### src/core/lcr_pkg.sv
package lcr_pkg;

  // Register offsets on the management register port
  localparam logic [7:0] LCR_OFS_OB0_DEEMPH  = 8'h35;
  localparam logic [7:0] LCR_OFS_OA1_IDLE    = 8'h39;
  localparam logic [7:0] LCR_OFS_IN1_EQ      = 8'h3A;
  localparam logic [7:0] LCR_OFS_OA1_SWING   = 8'h3B;
  localparam logic [7:0] LCR_OFS_OA1_DEEMPH  = 8'h3C;
  localparam logic [7:0] LCR_OFS_IN1_THRESH  = 8'h3D;

  // Values after reset
  localparam logic [7:0] LCR_RST_DEEMPH      = 8'h03;
  localparam logic [7:0] LCR_RST_IDLE        = 8'h00;
  localparam logic [7:0] LCR_RST_EQ          = 8'h20;
  localparam logic [7:0] LCR_RST_SWING       = 8'h03;
  localparam logic [7:0] LCR_RST_THRESH      = 8'h00;
  localparam logic [7:0] LCR_RDATA_UNMAPPED  = 8'h00;

  // De-emphasis fields and level codes
  localparam int         LCR_DEEMPH_STYLE_BIT = 7;
  localparam logic [7:0] LCR_DEEMPH_0P0DB     = 8'h01;
  localparam logic [7:0] LCR_DEEMPH_3P5DB     = 8'hE8;
  localparam logic [7:0] LCR_DEEMPH_6P0DB     = 8'h88;
  localparam logic [7:0] LCR_DEEMPH_9P0DB     = 8'h90;
  localparam logic [7:0] LCR_DEEMPH_12P0DB    = 8'hA0;

  // Idle/rate select fields
  localparam int LCR_IDLE_AUTO_BIT  = 5;
  localparam int LCR_IDLE_MUTE_BIT  = 4;
  localparam int LCR_RATE_AUTO_BIT  = 1;
  localparam int LCR_RATE_HIGH_BIT  = 0;

  // Output swing codes
  localparam logic [6:0] LCR_SWING_600MV   = 7'h03;
  localparam logic [6:0] LCR_SWING_800MV   = 7'h07;
  localparam logic [6:0] LCR_SWING_1000MV  = 7'h0F;
  localparam logic [6:0] LCR_SWING_1200MV  = 7'h1F;
  localparam logic [6:0] LCR_SWING_RSVD    = 7'h3F;

  // Equalization fields
  localparam int LCR_EQ_EN_BIT     = 5;
  localparam int LCR_EQ_GAIN_HI    = 4;
  localparam int LCR_EQ_GAIN_LO    = 3;
  localparam int LCR_EQ_BOOST_HI   = 2;
  localparam int LCR_EQ_BOOST_LO   = 0;

  // Idle threshold fields
  localparam int LCR_THR_DEASSERT_HI = 3;
  localparam int LCR_THR_DEASSERT_LO = 2;
  localparam int LCR_THR_ASSERT_HI   = 1;
  localparam int LCR_THR_ASSERT_LO   = 0;

  // Decoded de-emphasis level
  typedef enum logic [2:0] {
    LCR_DL_0P0DB,
    LCR_DL_3P5DB,
    LCR_DL_6P0DB,
    LCR_DL_9P0DB,
    LCR_DL_12P0DB,
    LCR_DL_UNLISTED
  } lcr_deemph_lvl_e;

endpackage

### src/core/lcr_regs.sv
// Behaviour
// Bit 7 of each de-emphasis register: 0 compatibility style, 1 enhanced style.
// De-emphasis byte 01/E8/88/90/A0 gives 0/-3.5/-6/-9/-12 dB.
// Swing field 03/07/0F/1F gives 600/800/1000/1200 mV; 3F reserved.
// Idle bit 5 at 0 means manual mute via bit 4; 1 means auto idle.
// Manual idle: bit 4 at 0 output drives, at 1 output muted.
// Rate bit 1 at 0 means manual range via bit 0; 1 means auto rate.
// Manual rate: bit 0 at 0 selects 2.5-3.2, at 1 selects 5.0-6.4 Gbps.
// Equalization: enable bit 5, gain stage 4:3, boost 2:0; 24 levels.
// Equalization resets to 20 hex, bypass; listed boost codes pass straight through.
// Threshold: de-assert in 3:2, assert in 1:0; default code 00.
// Host writes zero to reserved bits; device stores them without function.
// Each lane and output has its own copy; writes reach controls at once.
`timescale 1ns/1ps

module lcr_regs
  import lcr_pkg::*;
(
  // Clock and reset
  input  wire logic        clk,
  input  wire logic        rstn,
  // Register port from the management bus engine
  input  wire logic        reg_wr_en,
  input  wire logic        reg_rd_en,
  input  wire logic [7:0]  reg_addr,
  input  wire logic [7:0]  reg_wdata,
  output logic      [7:0]  reg_rdata,
  output logic             reg_rd_hit,
  // Lane 0 output B de-emphasis
  output logic             out_b_lane0_deemph_enhanced,
  output logic      [6:0]  out_b_lane0_deemphasis_setting,
  output lcr_deemph_lvl_e  out_b_lane0_deemph_level,
  // Lane 1 output A idle and rate
  output logic             out_a_lane1_idle_auto,
  output logic             out_a_lane1_mute,
  output logic             out_a_lane1_signal_detect_en,
  output logic             out_a_lane1_rate_auto,
  output logic             out_a_lane1_rate_high,
  // Lane 1 output A swing and de-emphasis
  output logic      [6:0]  out_a_lane1_output_swing,
  output logic             out_a_lane1_swing_reserved,
  output logic             out_a_lane1_deemph_enhanced,
  output logic      [6:0]  out_a_lane1_deemphasis_setting,
  output lcr_deemph_lvl_e  out_a_lane1_deemph_level,
  // Lane 1 input equalization and idle thresholds
  output logic             in_lane1_eq_enable,
  output logic      [1:0]  in_lane1_gain_stage_field,
  output logic      [2:0]  in_lane1_boost_level_field,
  output logic      [1:0]  in_lane1_idle_deassert_thr,
  output logic      [1:0]  in_lane1_idle_assert_thr
);

  logic [7:0]      ob0_deemph_ff, nxt_ob0_deemph;
  logic [7:0]      oa1_idle_ff,   nxt_oa1_idle;
  logic [7:0]      in1_eq_ff,     nxt_in1_eq;
  logic [7:0]      oa1_swing_ff,  nxt_oa1_swing;
  logic [7:0]      oa1_deemph_ff, nxt_oa1_deemph;
  logic [7:0]      in1_thresh_ff, nxt_in1_thresh;
  logic [7:0]      rdata_ff,      nxt_rdata;
  logic            rd_hit_ff,     nxt_rd_hit;
  logic            ob0_enh_ff,    nxt_ob0_enh;
  lcr_deemph_lvl_e ob0_lvl_ff,    nxt_ob0_lvl;
  logic            oa1_enh_ff,    nxt_oa1_enh;
  lcr_deemph_lvl_e oa1_lvl_ff,    nxt_oa1_lvl;
  logic            idle_auto_ff,  nxt_idle_auto;
  logic            mute_ff,       nxt_mute;
  logic            sig_det_en_ff, nxt_sig_det_en;
  logic            rate_auto_ff,  nxt_rate_auto;
  logic            rate_high_ff,  nxt_rate_high;
  logic            swing_rsv_ff,  nxt_swing_rsv;

  function automatic lcr_deemph_lvl_e deemph_decode(input logic [7:0] code);
    lcr_deemph_lvl_e lvl;
    case (code)
      LCR_DEEMPH_0P0DB:  lvl = LCR_DL_0P0DB;
      LCR_DEEMPH_3P5DB:  lvl = LCR_DL_3P5DB;
      LCR_DEEMPH_6P0DB:  lvl = LCR_DL_6P0DB;
      LCR_DEEMPH_9P0DB:  lvl = LCR_DL_9P0DB;
      LCR_DEEMPH_12P0DB: lvl = LCR_DL_12P0DB;
      default:           lvl = LCR_DL_UNLISTED;
    endcase
    return lvl;
  endfunction

  // Register storage: whole byte kept, reserved bits included
  always_comb begin
    nxt_ob0_deemph = ob0_deemph_ff;
    nxt_oa1_idle   = oa1_idle_ff;
    nxt_in1_eq     = in1_eq_ff;
    nxt_oa1_swing  = oa1_swing_ff;
    nxt_oa1_deemph = oa1_deemph_ff;
    nxt_in1_thresh = in1_thresh_ff;
    if (reg_wr_en) begin
      case (reg_addr)
        LCR_OFS_OB0_DEEMPH: nxt_ob0_deemph = reg_wdata;
        LCR_OFS_OA1_IDLE:   nxt_oa1_idle   = reg_wdata;
        LCR_OFS_IN1_EQ:     nxt_in1_eq     = reg_wdata;
        LCR_OFS_OA1_SWING:  nxt_oa1_swing  = reg_wdata;
        LCR_OFS_OA1_DEEMPH: nxt_oa1_deemph = reg_wdata;
        LCR_OFS_IN1_THRESH: nxt_in1_thresh = reg_wdata;
        default: ;
      endcase
    end
  end

  always_ff @(posedge clk) begin
    if (!rstn) begin
      ob0_deemph_ff <= LCR_RST_DEEMPH;
      oa1_idle_ff   <= LCR_RST_IDLE;
      in1_eq_ff     <= LCR_RST_EQ;
      oa1_swing_ff  <= LCR_RST_SWING;
      oa1_deemph_ff <= LCR_RST_DEEMPH;
      in1_thresh_ff <= LCR_RST_THRESH;
    end else begin
      ob0_deemph_ff <= nxt_ob0_deemph;
      oa1_idle_ff   <= nxt_oa1_idle;
      in1_eq_ff     <= nxt_in1_eq;
      oa1_swing_ff  <= nxt_oa1_swing;
      oa1_deemph_ff <= nxt_oa1_deemph;
      in1_thresh_ff <= nxt_in1_thresh;
    end
  end

  // Read-back, one cycle after the read strobe
  always_comb begin
    nxt_rdata  = rdata_ff;
    nxt_rd_hit = rd_hit_ff;
    if (reg_rd_en) begin
      nxt_rd_hit = 1'b1;
      case (reg_addr)
        LCR_OFS_OB0_DEEMPH: nxt_rdata = ob0_deemph_ff;
        LCR_OFS_OA1_IDLE:   nxt_rdata = oa1_idle_ff;
        LCR_OFS_IN1_EQ:     nxt_rdata = in1_eq_ff;
        LCR_OFS_OA1_SWING:  nxt_rdata = oa1_swing_ff;
        LCR_OFS_OA1_DEEMPH: nxt_rdata = oa1_deemph_ff;
        LCR_OFS_IN1_THRESH: nxt_rdata = in1_thresh_ff;
        default: begin
          nxt_rdata  = LCR_RDATA_UNMAPPED;
          nxt_rd_hit = 1'b0;
        end
      endcase
    end
  end

  always_ff @(posedge clk) begin
    if (!rstn) begin
      rdata_ff  <= LCR_RDATA_UNMAPPED;
      rd_hit_ff <= 1'b0;
    end else begin
      rdata_ff  <= nxt_rdata;
      rd_hit_ff <= nxt_rd_hit;
    end
  end

  // Decoded controls follow the new register value in the same edge
  always_comb begin
    nxt_ob0_enh   = nxt_ob0_deemph[LCR_DEEMPH_STYLE_BIT];
    nxt_oa1_enh   = nxt_oa1_deemph[LCR_DEEMPH_STYLE_BIT];
    nxt_ob0_lvl   = deemph_decode(nxt_ob0_deemph);
    nxt_oa1_lvl   = deemph_decode(nxt_oa1_deemph);
    nxt_idle_auto = nxt_oa1_idle[LCR_IDLE_AUTO_BIT];
    // Manual mute only counts while auto idle is off
    nxt_mute      = !nxt_oa1_idle[LCR_IDLE_AUTO_BIT]
                    && nxt_oa1_idle[LCR_IDLE_MUTE_BIT];
    // Signal detect runs in auto mode and in manual mute
    nxt_sig_det_en = nxt_oa1_idle[LCR_IDLE_AUTO_BIT]
                     || nxt_oa1_idle[LCR_IDLE_MUTE_BIT];
    nxt_rate_auto = nxt_oa1_idle[LCR_RATE_AUTO_BIT];
    nxt_rate_high = !nxt_oa1_idle[LCR_RATE_AUTO_BIT]
                    && nxt_oa1_idle[LCR_RATE_HIGH_BIT];
    nxt_swing_rsv = (nxt_oa1_swing[6:0] == LCR_SWING_RSVD);
  end

  always_ff @(posedge clk) begin
    if (!rstn) begin
      ob0_enh_ff   <= 1'b0;
      oa1_enh_ff   <= 1'b0;
      ob0_lvl_ff   <= LCR_DL_UNLISTED;
      oa1_lvl_ff   <= LCR_DL_UNLISTED;
      idle_auto_ff <= 1'b0;
      mute_ff      <= 1'b0;
      sig_det_en_ff <= 1'b0;
      rate_auto_ff <= 1'b0;
      rate_high_ff <= 1'b0;
      swing_rsv_ff <= 1'b0;
    end else begin
      ob0_enh_ff   <= nxt_ob0_enh;
      oa1_enh_ff   <= nxt_oa1_enh;
      ob0_lvl_ff   <= nxt_ob0_lvl;
      oa1_lvl_ff   <= nxt_oa1_lvl;
      idle_auto_ff <= nxt_idle_auto;
      mute_ff      <= nxt_mute;
      sig_det_en_ff <= nxt_sig_det_en;
      rate_auto_ff <= nxt_rate_auto;
      rate_high_ff <= nxt_rate_high;
      swing_rsv_ff <= nxt_swing_rsv;
    end
  end

  assign reg_rdata                      = rdata_ff;
  assign reg_rd_hit                     = rd_hit_ff;
  assign out_b_lane0_deemph_enhanced    = ob0_enh_ff;
  assign out_b_lane0_deemphasis_setting = ob0_deemph_ff[6:0];
  assign out_b_lane0_deemph_level       = ob0_lvl_ff;
  assign out_a_lane1_idle_auto          = idle_auto_ff;
  assign out_a_lane1_mute               = mute_ff;
  assign out_a_lane1_signal_detect_en   = sig_det_en_ff;
  assign out_a_lane1_rate_auto          = rate_auto_ff;
  assign out_a_lane1_rate_high          = rate_high_ff;
  assign out_a_lane1_output_swing       = oa1_swing_ff[6:0];
  assign out_a_lane1_swing_reserved     = swing_rsv_ff;
  assign out_a_lane1_deemph_enhanced    = oa1_enh_ff;
  assign out_a_lane1_deemphasis_setting = oa1_deemph_ff[6:0];
  assign out_a_lane1_deemph_level       = oa1_lvl_ff;
  assign in_lane1_eq_enable             = in1_eq_ff[LCR_EQ_EN_BIT];
  assign in_lane1_gain_stage_field      = in1_eq_ff[LCR_EQ_GAIN_HI:LCR_EQ_GAIN_LO];
  assign in_lane1_boost_level_field     = in1_eq_ff[LCR_EQ_BOOST_HI:LCR_EQ_BOOST_LO];
  assign in_lane1_idle_deassert_thr     =
    in1_thresh_ff[LCR_THR_DEASSERT_HI:LCR_THR_DEASSERT_LO];
  assign in_lane1_idle_assert_thr       =
    in1_thresh_ff[LCR_THR_ASSERT_HI:LCR_THR_ASSERT_LO];

endmodule

### config.mk
export PLATFORM = sky130hd
export DESIGN_NAME = lcr_regs
export DESIGN_NICKNAME = d
export VERILOG_FILES = /design/src/core/lcr_pkg.sv /design/src/core/lcr_regs.sv
export SDC_FILE = /design/constraint.sdc
export NUM_CORES = 1
export LEC_CHECK = 0
export BUFFER_PORTS_ARGS = -buffer_cell sky130_fd_sc_hd__clkbuf_2
export CORE_ASPECT_RATIO = 0.5
export CORE_MARGIN = 2
export CORE_UTILIZATION = 50
export DETAILED_ROUTE_END_ITERATION = 12
export GPL_ROUTABILITY_DRIVEN = 1
export GPL_TIMING_DRIVEN = 0
export HOLD_SLACK_MARGIN = 0.1
export PLACE_DENSITY = 0.74
export SLEW_MARGIN = 20
export SYNTH_ARGS = -nofsm -noshare
export SYNTH_HDL_FRONTEND = slang
export SYNTH_SLANG_ARGS = --single-unit
### constraint.sdc
create_clock -name clk -period 2.6 [get_ports clk]
set_clock_uncertainty 0.15 [all_clocks]
set_input_delay 0.52 -clock clk [delete_from_list [all_inputs] [get_ports clk]]
set_output_delay 0.52 -clock clk [all_outputs]
set_load 0.01 [all_outputs]
# Word level (Yosys, flattened, before mapping)
# Index checks and enable logic that the tools add are counted.
[totals]
reg_bits = 71
latch_bits = 0
ramBits = 0
mem_bits_ro = 0
in_bits = 20
output_inout_bits = 54
word_cells = 59
n_memories = 0
[classes]
n_addsub = 0
n_mul = 0
n_div = 0
magnitude_cmp = 0
eq_ne = 17
n_shift = 0
n_mux = 12
bitwise_logic = 0
n_reduce_logical = 10
[ops]
columns = ["cell", "count"]
rows = [
  ["$eq 8x8->1 const B", 8],
  ["$eq 8x6->1 const B", 6],
  ["$pmux 8 s6", 1],
  ["$mux 8", 4],
  ["$pmux 3 s5", 2],
  ["$eq 8x1->1 const B", 2],
  ["$mux 7", 2],
  ["$mux 6", 2],
  ["$reduce_and 2->1", 4],
  ["$eq 7x6->1 const B", 1],
  ["$reduce_or 6->1", 1],
  ["$logic_and 1x1->1", 2],
  ["$logic_not 1->1", 2],
  ["$logic_or 1x1->1", 1],
  ["$mux 1", 1],
]

# Longest topological paths before layout
# Gate-level depths: netlist of the first run.
[logic_depth]
ltp_word = 5
ltp_mapped = 7
mapped_depth_nobuf = 5

# Worst setup path after synthesis of the first run
# Ideal clock, no wire load.
[synth_timing]
path_kind = "input-to-reg"
from = "in reg_addr[1]"
to = "reg ob0_lvl_ff[0] (netlist: out_b_lane0_deemph_level[0])"
setup_time_ps = 145
t_arrival_ps = 1797
path_slack_ps = 508
cell_stages = 6
path_buffers = 1
path_cell_list = "buf_2 nor3b_2 nand4_1 or4_1 nand2_1 o2111ai_1"
[synth_between]
elab_chain_cells = 5
[synth_rtl]
columns = ["element", "line_no", "text"]
rows = [
  ["from (decl)", "lcr_regs.sv:25", "input wire logic [7:0] reg_addr,"],
  ["$eq 8x6->1 *", "lcr_regs.sv:94", "case (reg_addr)"],
  ["$mux 8 *", "lcr_regs.sv:94", ""],
  ["$mux 8 *", "lcr_regs.sv:93", "if (reg_wr_en) begin"],
  ["$eq 8x8->1 or $eq 8x1->1 (tied branches)", "lcr_regs.sv:74", "case (code)"],
  ["$pmux 3 s5 *", "lcr_regs.sv:74", ""],
  ["to (signal assigned)", "lcr_regs.sv:189", "ob0_lvl_ff <= nxt_ob0_lvl;"],
  ["to (decl)", "lcr_regs.sv:62", "lcr_deemph_lvl_e ob0_lvl_ff, nxt_ob0_lvl;"],
]
# Every way passes the cells marked *; elsewhere a longest branch is shown, timed or not.
# A chain may end at the register's enable or synchronous reset.

# Worst setup path after layout of the first run
[layout_timing]
from = "in reg_wdata[1]"
to = "reg ob0_lvl_ff[0] (netlist: out_b_lane0_deemph_level[0])"
[layout_between]
elab_chain_cells = 4
[layout_rtl]
columns = ["element", "line_no", "text"]
rows = [
  ["from (decl)", "lcr_regs.sv:26", "input wire logic [7:0] reg_wdata,"],
  ["$mux 8 *", "lcr_regs.sv:94", ""],
  ["$mux 8 *", "lcr_regs.sv:93", ""],
  ["$eq 8x8->1 or $eq 8x1->1 (tied branches)", "lcr_regs.sv:74", ""],
  ["$pmux 3 s5 *", "lcr_regs.sv:74", ""],
]
# Marked as above.

==> flow_metrics.env, run 1 <==
export IMPL_status="finished, final reports clean"
export IMPL_cts_buffer_depth=2
export IMPL_ys_types=57
export IMPL_rrSetupSlack_ns=0.45
export IMPL_rsz0062_at_grt="false"
export IMPL_dp_cells=547
export IMPL_layout_drive_gt1_share_pct=29.1
export IMPL_synth_top_area_share_pct=37.7
export IMPL_fin_cells=563
export IMPL_via_per_inst=5.47
export IMPL_io_buffers=68
export IMPL_start_kind="primary input"
export IMPL_crit_chain="clkbuf_1 > or3_1 > nor3_1 > a21oi_1 > o22ai_1 > o2111ai_1"
export IMPL_crit_path_max_fanout=10
export IMPL_cts_resized=0
export IMPL_switchingPower_uw=522
export IMPL_cp_end_kind="register"
export IMPL_critPathLaunch="reg_wdata[1]"
export IMPL_yosysSeqAreaShare_pct=37.7
export IMPL_synth_enable_flop_cells=0
export IMPL_grt_pass1_wl_mm=14.8
export IMPL_ant_nets=0
export IMPL_syn_area_um2=3560
export IMPL_clkTransAtPathRegs_ns=0.05
export IMPL_htree_levels=3
export IMPL_drtPass1Iterations=5
export IMPL_core_um2=6780
export IMPL_avgSynthCellArea_um2=9.20
export IMPL_dpl_cell_area_um2=4020
export IMPL_cts_tree="built"
export IMPL_combPwrFrac_pct=5.4
export IMPL_layout_nets=486
export IMPL_seq_power_share_pct=43.6
export IMPL_tns_ns=0
export IMPL_ys_warn_count=0
export IMPL_clock_sinks=67
export IMPL_antennaDiodeCount=0
export IMPL_die_h_um=63.7
export IMPL_cts_hold_fix_buffers=0
export IMPL_synth_common_cells="dfxtp_1, nand2_1, mux2i_1"
export IMPL_num_vias=3082
export IMPL_place_hpwl_mm=6.96
export IMPL_io_pins=74
export IMPL_drc=0
export IMPL_syn2layout_area_growth_pct=21.1
export IMPL_grt_max_degree=12
export IMPL_async_flop_share_pct=0
export IMPL_hp_class="register to register"
export IMPL_cts_buffers=9
export IMPL_synth_flop_cell="dfxtp_1"
export IMPL_drv_slew=0
export IMPL_postCtsSetupRepairBufs=0
export IMPL_initial_core_util_pct=52.5
export IMPL_ys_top_cells_by_area="dfxtp_1, mux2i_1, nor2b_1, nand2_1, mux2_2"
export IMPL_slowest_stage="or3_1"
export IMPL_synth_top_cell_by_area="dfxtp_1"
export IMPL_internal_power_mw=1.84
export IMPL_die_w_um=123
export IMPL_worst_hold_slack_ns=0.327
export IMPL_cts_root_buf="clkbuf_16"
export IMPL_row_count=21
export IMPL_drv_cap=0
export IMPL_switching_share_pct=22.1
export IMPL_fin_crit_sh_pct=83.5
export IMPL_grt_ovfl_total=0
export IMPL_fmax_ghz=0.461
export IMPL_yosysMostFrequentCell="dfxtp_1"
export IMPL_drt_iter0_drc=252
export IMPL_wire_per_inst_um=17.2
export IMPL_final_setup_viol_count=0
export IMPL_powerDensity_nw_per_um2=547
export IMPL_fin_crit_ns=2.17
export IMPL_grt_pass1_vias=2724
export IMPL_synth_nets=407
export IMPL_clkPwrFrac_pct=50.9
export IMPL_postLayoutCellArea_um2=4310
export IMPL_finalHoldViolations=0
export IMPL_critPathKind="primary input to register"
export IMPL_antenna_found_initial=0
export IMPL_peakVddDrop_v=0.000293
export IMPL_slew_headroom_pct=52.6
export IMPL_r2r_end="out_b_lane0_deemph_level[0]$_SDFF_PN1_"
export IMPL_syn_instance_count=387
export IMPL_tightest_slew_ns=0.711
export IMPL_critPathMaxStageDelay_ns=0.48
export IMPL_wl_mm=9.67
export IMPL_required_ns=2.62
export IMPL_clock_latency_ns=0.33
export IMPL_arrival_ns=2.19
export IMPL_die_area_um2=7850
export IMPL_worstSetupEndpoint="out_b_lane0_deemph_level[0]$_SDFF_PN1_"
export IMPL_r2r_cells=5
export IMPL_gp_congestion=0.942
export IMPL_grt_usage_pct=25.6
export IMPL_synth_seq_cells=67
export IMPL_r2r_start="ob0_deemph_ff[7]$_SDFF_PN0_"
export IMPL_p_leak_nw=1.77
## state kept, by name, summed over array words and instances (netlist names)
signal and flops:
in1_eq_ff 8, in1_thresh_ff 8, oa1_deemph_ff 8, oa1_idle_ff 8, oa1_swing_ff 8, ob0_deemph_ff 8, out_a_lane1_deemph_level 3, out_a_lane1_mute 1
out_a_lane1_rate_high 1, out_a_lane1_signal_detect_en 1, out_a_lane1_swing_reserved 1, out_b_lane0_deemph_level 3, reg_rd_hit 1, reg_rdata 8
## stage by stage
step	setup WS (ns)	total power, mW	utilization, %
final	0.429	2.36	63.6
after global routing	0.246	2.43	63.6
after CTS	0.452	2.37	63.6
after detailed placement	0.126	1.18	59.2
after global placement	0.113	1.18	59.2
after floorplan	0.508	1.12	-
## power by group through the flow
stage / combinational [mW] / clock (mW) / sequential, mW
2_1_floorplan: 0.0730 / 0 / 1.05
3_3_place_gp: 0.124 / 0 / 1.05
3_5_place_dp: 0.124 / 0 / 1.05
4_1_cts: 0.124 / 1.22 / 1.03
5_1_grt: 0.134 / 1.27 / 1.03
6_report: 0.128 / 1.20 / 1.03
## worst max-delay path, delay by kind of cell
family / cells / cell delay, ns
buffers and inverters: 1 / 0.28
and+or+nand+nor: 2 / 0.89
AOI/OAI and AO/OA: 3 / 0.49
## per-layer routing
metal  global-route usage (%)  part of all wire (%)  vias up
li1                         -                     -     1512
met1                     36.7                    48     1432
met2                     36.6                    42      125
met3                     7.97                   8.5       13
met4                     7.39                   1.2        0
met5                        0                     0        -
## worst min-delay path by stage
stage,from,end,slack [ns],cells past startpoint
floorplan,in1_thresh_ff[4]$_SDFFE_PN0P_,in1_thresh_ff[4]$_SDFFE_PN0P_,0.33,2
global placement,reg_rdata[7]$_SDFFE_PN0P_,reg_rdata[7]$_SDFFE_PN0P_,0.32,1
detailed placement,reg_rdata[7]$_SDFFE_PN0P_,reg_rdata[7]$_SDFFE_PN0P_,0.32,1
CTS,reg_rdata[2]$_SDFFE_PN0P_,reg_rdata[2]$_SDFFE_PN0P_,0.34,1
global route,reg_rdata[2]$_SDFFE_PN0P_,reg_rdata[2]$_SDFFE_PN0P_,0.35,1
finish,reg_rdata[7]$_SDFFE_PN0P_,reg_rdata[7]$_SDFFE_PN0P_,0.33,1
## cell type report
class                   count  area [µm²]
fillers                   610        2470
multi-input cells         271        1940
flip-flops and latches     67        1340
repair buffers             68         340
plain buffers              47         267
clock buffers              11         243
well taps                  92         115
clock inverters             5        52.6
inverters                   2        7.51
## kinds of logic (layout without fill, tap and decap cells)
family / after synthesis / in the layout / share of synthesized area [%]
xor gates and xnor gates: 3 / 3 / 0.738
buffers and inverters: 49 / 133 / 7.70
DFF: 67 / 67 / 37.7
AOI/OAI and AO/OA: 63 / 63 / 13.1
muxes: 51 / 51 / 14.9
and+or+nand+nor: 154 / 154 / 25.8
## layout by cell type (no fill, tap or decap), types with 5 or more instances in the layout
cell type,synthesis,final
nand2_1,51,51
mux2_2,17,17
clkbuf_16,0,9
a21boi_0,12,12
o21a_1,5,5
dfxtp_1,67,67
a22oi_1,16,16
clkbuf_1,19,20
nand2b_1,5,5
nand3b_1,6,6
buf_2,6,6
nor2b_1,32,32
clkbuf_2,0,68
nor2_1,6,6
or3_1,5,5
mux2i_1,34,34
buf_4,18,18
a21oi_1,5,5
nand3_1,7,7
a22o_1,8,8
No activity file was read; power rests on OpenSTA's default activity.
==> run 2: changes to the inputs <==
Settings changed: ABC_AREA from default to 1, CORE_UTILIZATION 50 to 49, PLACE_DENSITY 0.74 to 0.76.
Clock period 2.6 ns to 1.8 ns, I/O delays scaled along.
==> flow_metrics.env, run 2 <==
export IMPL_slew_headroom_pct=59.7
export IMPL_clock_latency_ns=0.33
export IMPL_final_setup_viol_count=0
export IMPL_synth_top_cell_by_area="dfxtp_1"
export IMPL_num_vias=3605
export IMPL_antenna_found_initial=0
export IMPL_grt_ovfl_total=0
export IMPL_worstSetupEndpoint="reg_rdata[6]$_SDFFE_PN0P_"
export IMPL_initial_core_util_pct=51.4
export IMPL_crit_path_max_fanout=7
export IMPL_avgSynthCellArea_um2=6.86
export IMPL_die_w_um=123
export IMPL_htree_levels=3
export IMPL_powerDensity_nw_per_um2=729
export IMPL_critPathLaunch="reg_addr[1]"
export IMPL_antennaDiodeCount=0
export IMPL_async_flop_share_pct=0
export IMPL_wl_mm=10.2
export IMPL_status="finished, final reports clean"
export IMPL_cts_buffer_depth=2
export IMPL_setup_slack_ns=0.0775
export IMPL_r2r_end="out_a_lane1_deemph_level[2]$_SDFF_PN1_"
export IMPL_io_pins=74
export IMPL_ant_nets=0
export IMPL_drtPass1Iterations=5
export IMPL_grt_pass1_vias=3122
export IMPL_critPathKind="primary input to register"
export IMPL_syn_area_um2=3490
export IMPL_grt_usage_pct=26.6
export IMPL_drc=0
export IMPL_core_um2=6780
export IMPL_wire_per_inst_um=14.6
export IMPL_cts_buffers=9
export IMPL_yosysMostFrequentCell="nand2_1"
export IMPL_ys_warn_count=0
export IMPL_tightest_slew_ns=0.605
export IMPL_row_count=21
export IMPL_clkTransAtPathRegs_ns=0.05
export IMPL_ys_types=27
export IMPL_dp_cells=670
export IMPL_place_hpwl_mm=7.21
export IMPL_fin_crit_sh_pct=95.7
export IMPL_r2r_start="oa1_deemph_ff[3]$_SDFF_PN0_"
export IMPL_layout_commonest_cell="nand2_1"
export IMPL_layout_nets=623
export IMPL_fin_cells=700
export IMPL_finalHoldViolations=0
export IMPL_hp_class="primary input to register"
export IMPL_grt_pass1_wl_mm=15.5
export IMPL_postLayoutCellArea_um2=4430
export IMPL_rrSetupSlack_ns=0.42
export IMPL_drv_slew=0
export IMPL_fin_util_pct=65.3
export IMPL_syn2layout_area_growth_pct=26.9
export IMPL_peakVddDrop_v=0.000479
export IMPL_p_leak_nw=2.10
export IMPL_fmax_ghz=0.581
export IMPL_synth_common_cells="nand2_1, inv_1, dfxtp_1"
export IMPL_syn_instance_count=508
export IMPL_via_per_inst=5.15
export IMPL_cts_root_buf="clkbuf_16"
export IMPL_yosysSeqAreaShare_pct=38.5
export IMPL_drt_iter0_drc=390
export IMPL_required_ns=1.92
export IMPL_synth_seq_cells=67
export IMPL_layout_drive_gt1_share_pct=30.3
export IMPL_start_kind="primary input"
export IMPL_cts_hold_fix_buffers=0
export IMPL_synth_nets=528
export IMPL_layout_common_cells="nand2_1, inv_1, clkbuf_2"
export IMPL_dpl_cell_area_um2=3950
export IMPL_die_area_um2=7850
export IMPL_clock_sinks=67
export IMPL_io_buffers=70
export IMPL_fin_crit_ns=1.72
export IMPL_arrival_ns=1.84
export IMPL_grt_max_degree=11
export IMPL_r2r_cells=8
export IMPL_rsz0062_at_grt="true"
export IMPL_p_total_mw=3.23
export IMPL_cts_tree="built"
export IMPL_cp_end_kind="register"
export IMPL_drv_cap=0
export IMPL_synth_flop_cell="dfxtp_1"
export IMPL_die_h_um=63.7
export IMPL_synth_enable_flop_cells=0
export IMPL_ys_top_cells_by_area="dfxtp_1, nand2_1, inv_1, nor2_1, a21oi_1"
export IMPL_synth_top_area_share_pct=38.5
export IMPL_place_ws_ns=-0.334
export IMPL_gp_congestion=0.929
-- run 2: cell types whose count changed in the layout (fill, tap and decap cells not counted), moves of 17 or more --
cell     previous run  this run
o21ai_0             4        27
nand2_2             1        23
o22ai_1             2        20
nor2_1              6        46
a21oi_1             5        35
mux2i_1            34         0
nand2_1            51       100
mux2_2             17         0
nor2b_1            32         0
inv_1               2        76
-- run 2: area by class of cell --
cell class,count,area [µm²]
multi-input cells,321,1680
flip-flops and latches,67,1340
fillers,642,2350
plain buffers,36,251
clock buffers,14,244
repair buffers,84,464
well taps,92,115
inverters,84,322
clock inverters,2,12.5
-- run 2: critical path, stage by stage --
cell,delay (ns)
clkbuf_2,0.15
nor2_2,0.14
nand2_2,0.07
nor2_4,0.17
buf_6,0.15
clkinvlp_4,0.17
buf_6,0.16
o22ai_1,0.14
nor2_1,0.08
nand2_1,0.07
nand2_1,0.05
a21oi_1,0.12
-- run 2: cell families after synthesis --
logic type             after synthesis  synth area share, %
buffers and inverters              120                 16.2
AO/OA/AOI/OAI                       97                 15.3
AND/OR/NAND/NOR                    224                 30.0
flip-flops                          67                 38.5
-- run 2: how the worst min path moves through the flow --
stage                             startpoint                            end  slack (ns)  cells after the start
2_1_floorplan    oa1_idle_ff[7]$_SDFFE_PN0P_    oa1_idle_ff[7]$_SDFFE_PN0P_        0.27                      2
3_3_place_gp   in1_thresh_ff[7]$_SDFFE_PN0P_  in1_thresh_ff[7]$_SDFFE_PN0P_        0.29                      2
3_5_place_dp   in1_thresh_ff[7]$_SDFFE_PN0P_  in1_thresh_ff[7]$_SDFFE_PN0P_        0.29                      2
4_1_cts                                 rstn      oa1_idle_ff[0]$_SDFF_PN0_        0.18                      3
5_1_grt                                 rstn      oa1_idle_ff[0]$_SDFF_PN0_        0.23                      3
6_report                                rstn      oa1_idle_ff[0]$_SDFF_PN0_        0.20                      3
-- run 2: power by group --
part | internal [mW] | total (mW) | switching, mW
Clock | 0.931 | 1.55 | 0.621
Combinational | 0.0488 | 0.186 | 0.137
Sequential | 1.49 | 1.49 | 0.00155
-- run 2: stage by stage --
| stage | TNS (ns) | hold WS [ns] |
|---|---|---|
| 6_report | 0 | 0.197 |
| 2_1_floorplan | 0 | 0.275 |
| 4_1_cts | 0 | 0.178 |
| 3_3_place_gp | -6.56 | 0.287 |
| 3_5_place_dp | -7.31 | 0.294 |
| 5_1_grt | -0.0975 | 0.225 |
-- run 2: routing by layer --
metal  global-route usage (%)  wire length [µm]  vias up
met5                        0                 0        -
met4                     7.53               116        0
met3                     9.24              1020       12
met2                     38.3              4470      168
met1                     37.5              4630     1643
li1                         -                 -     1782
-- run 2: what timing repair did --
item,4_1_cts,5_1_grt
hold endpoints to repair,0,0
endpoints found under the setup margin,0,27
gates resized for setup,0,36
setup buffers,0,12
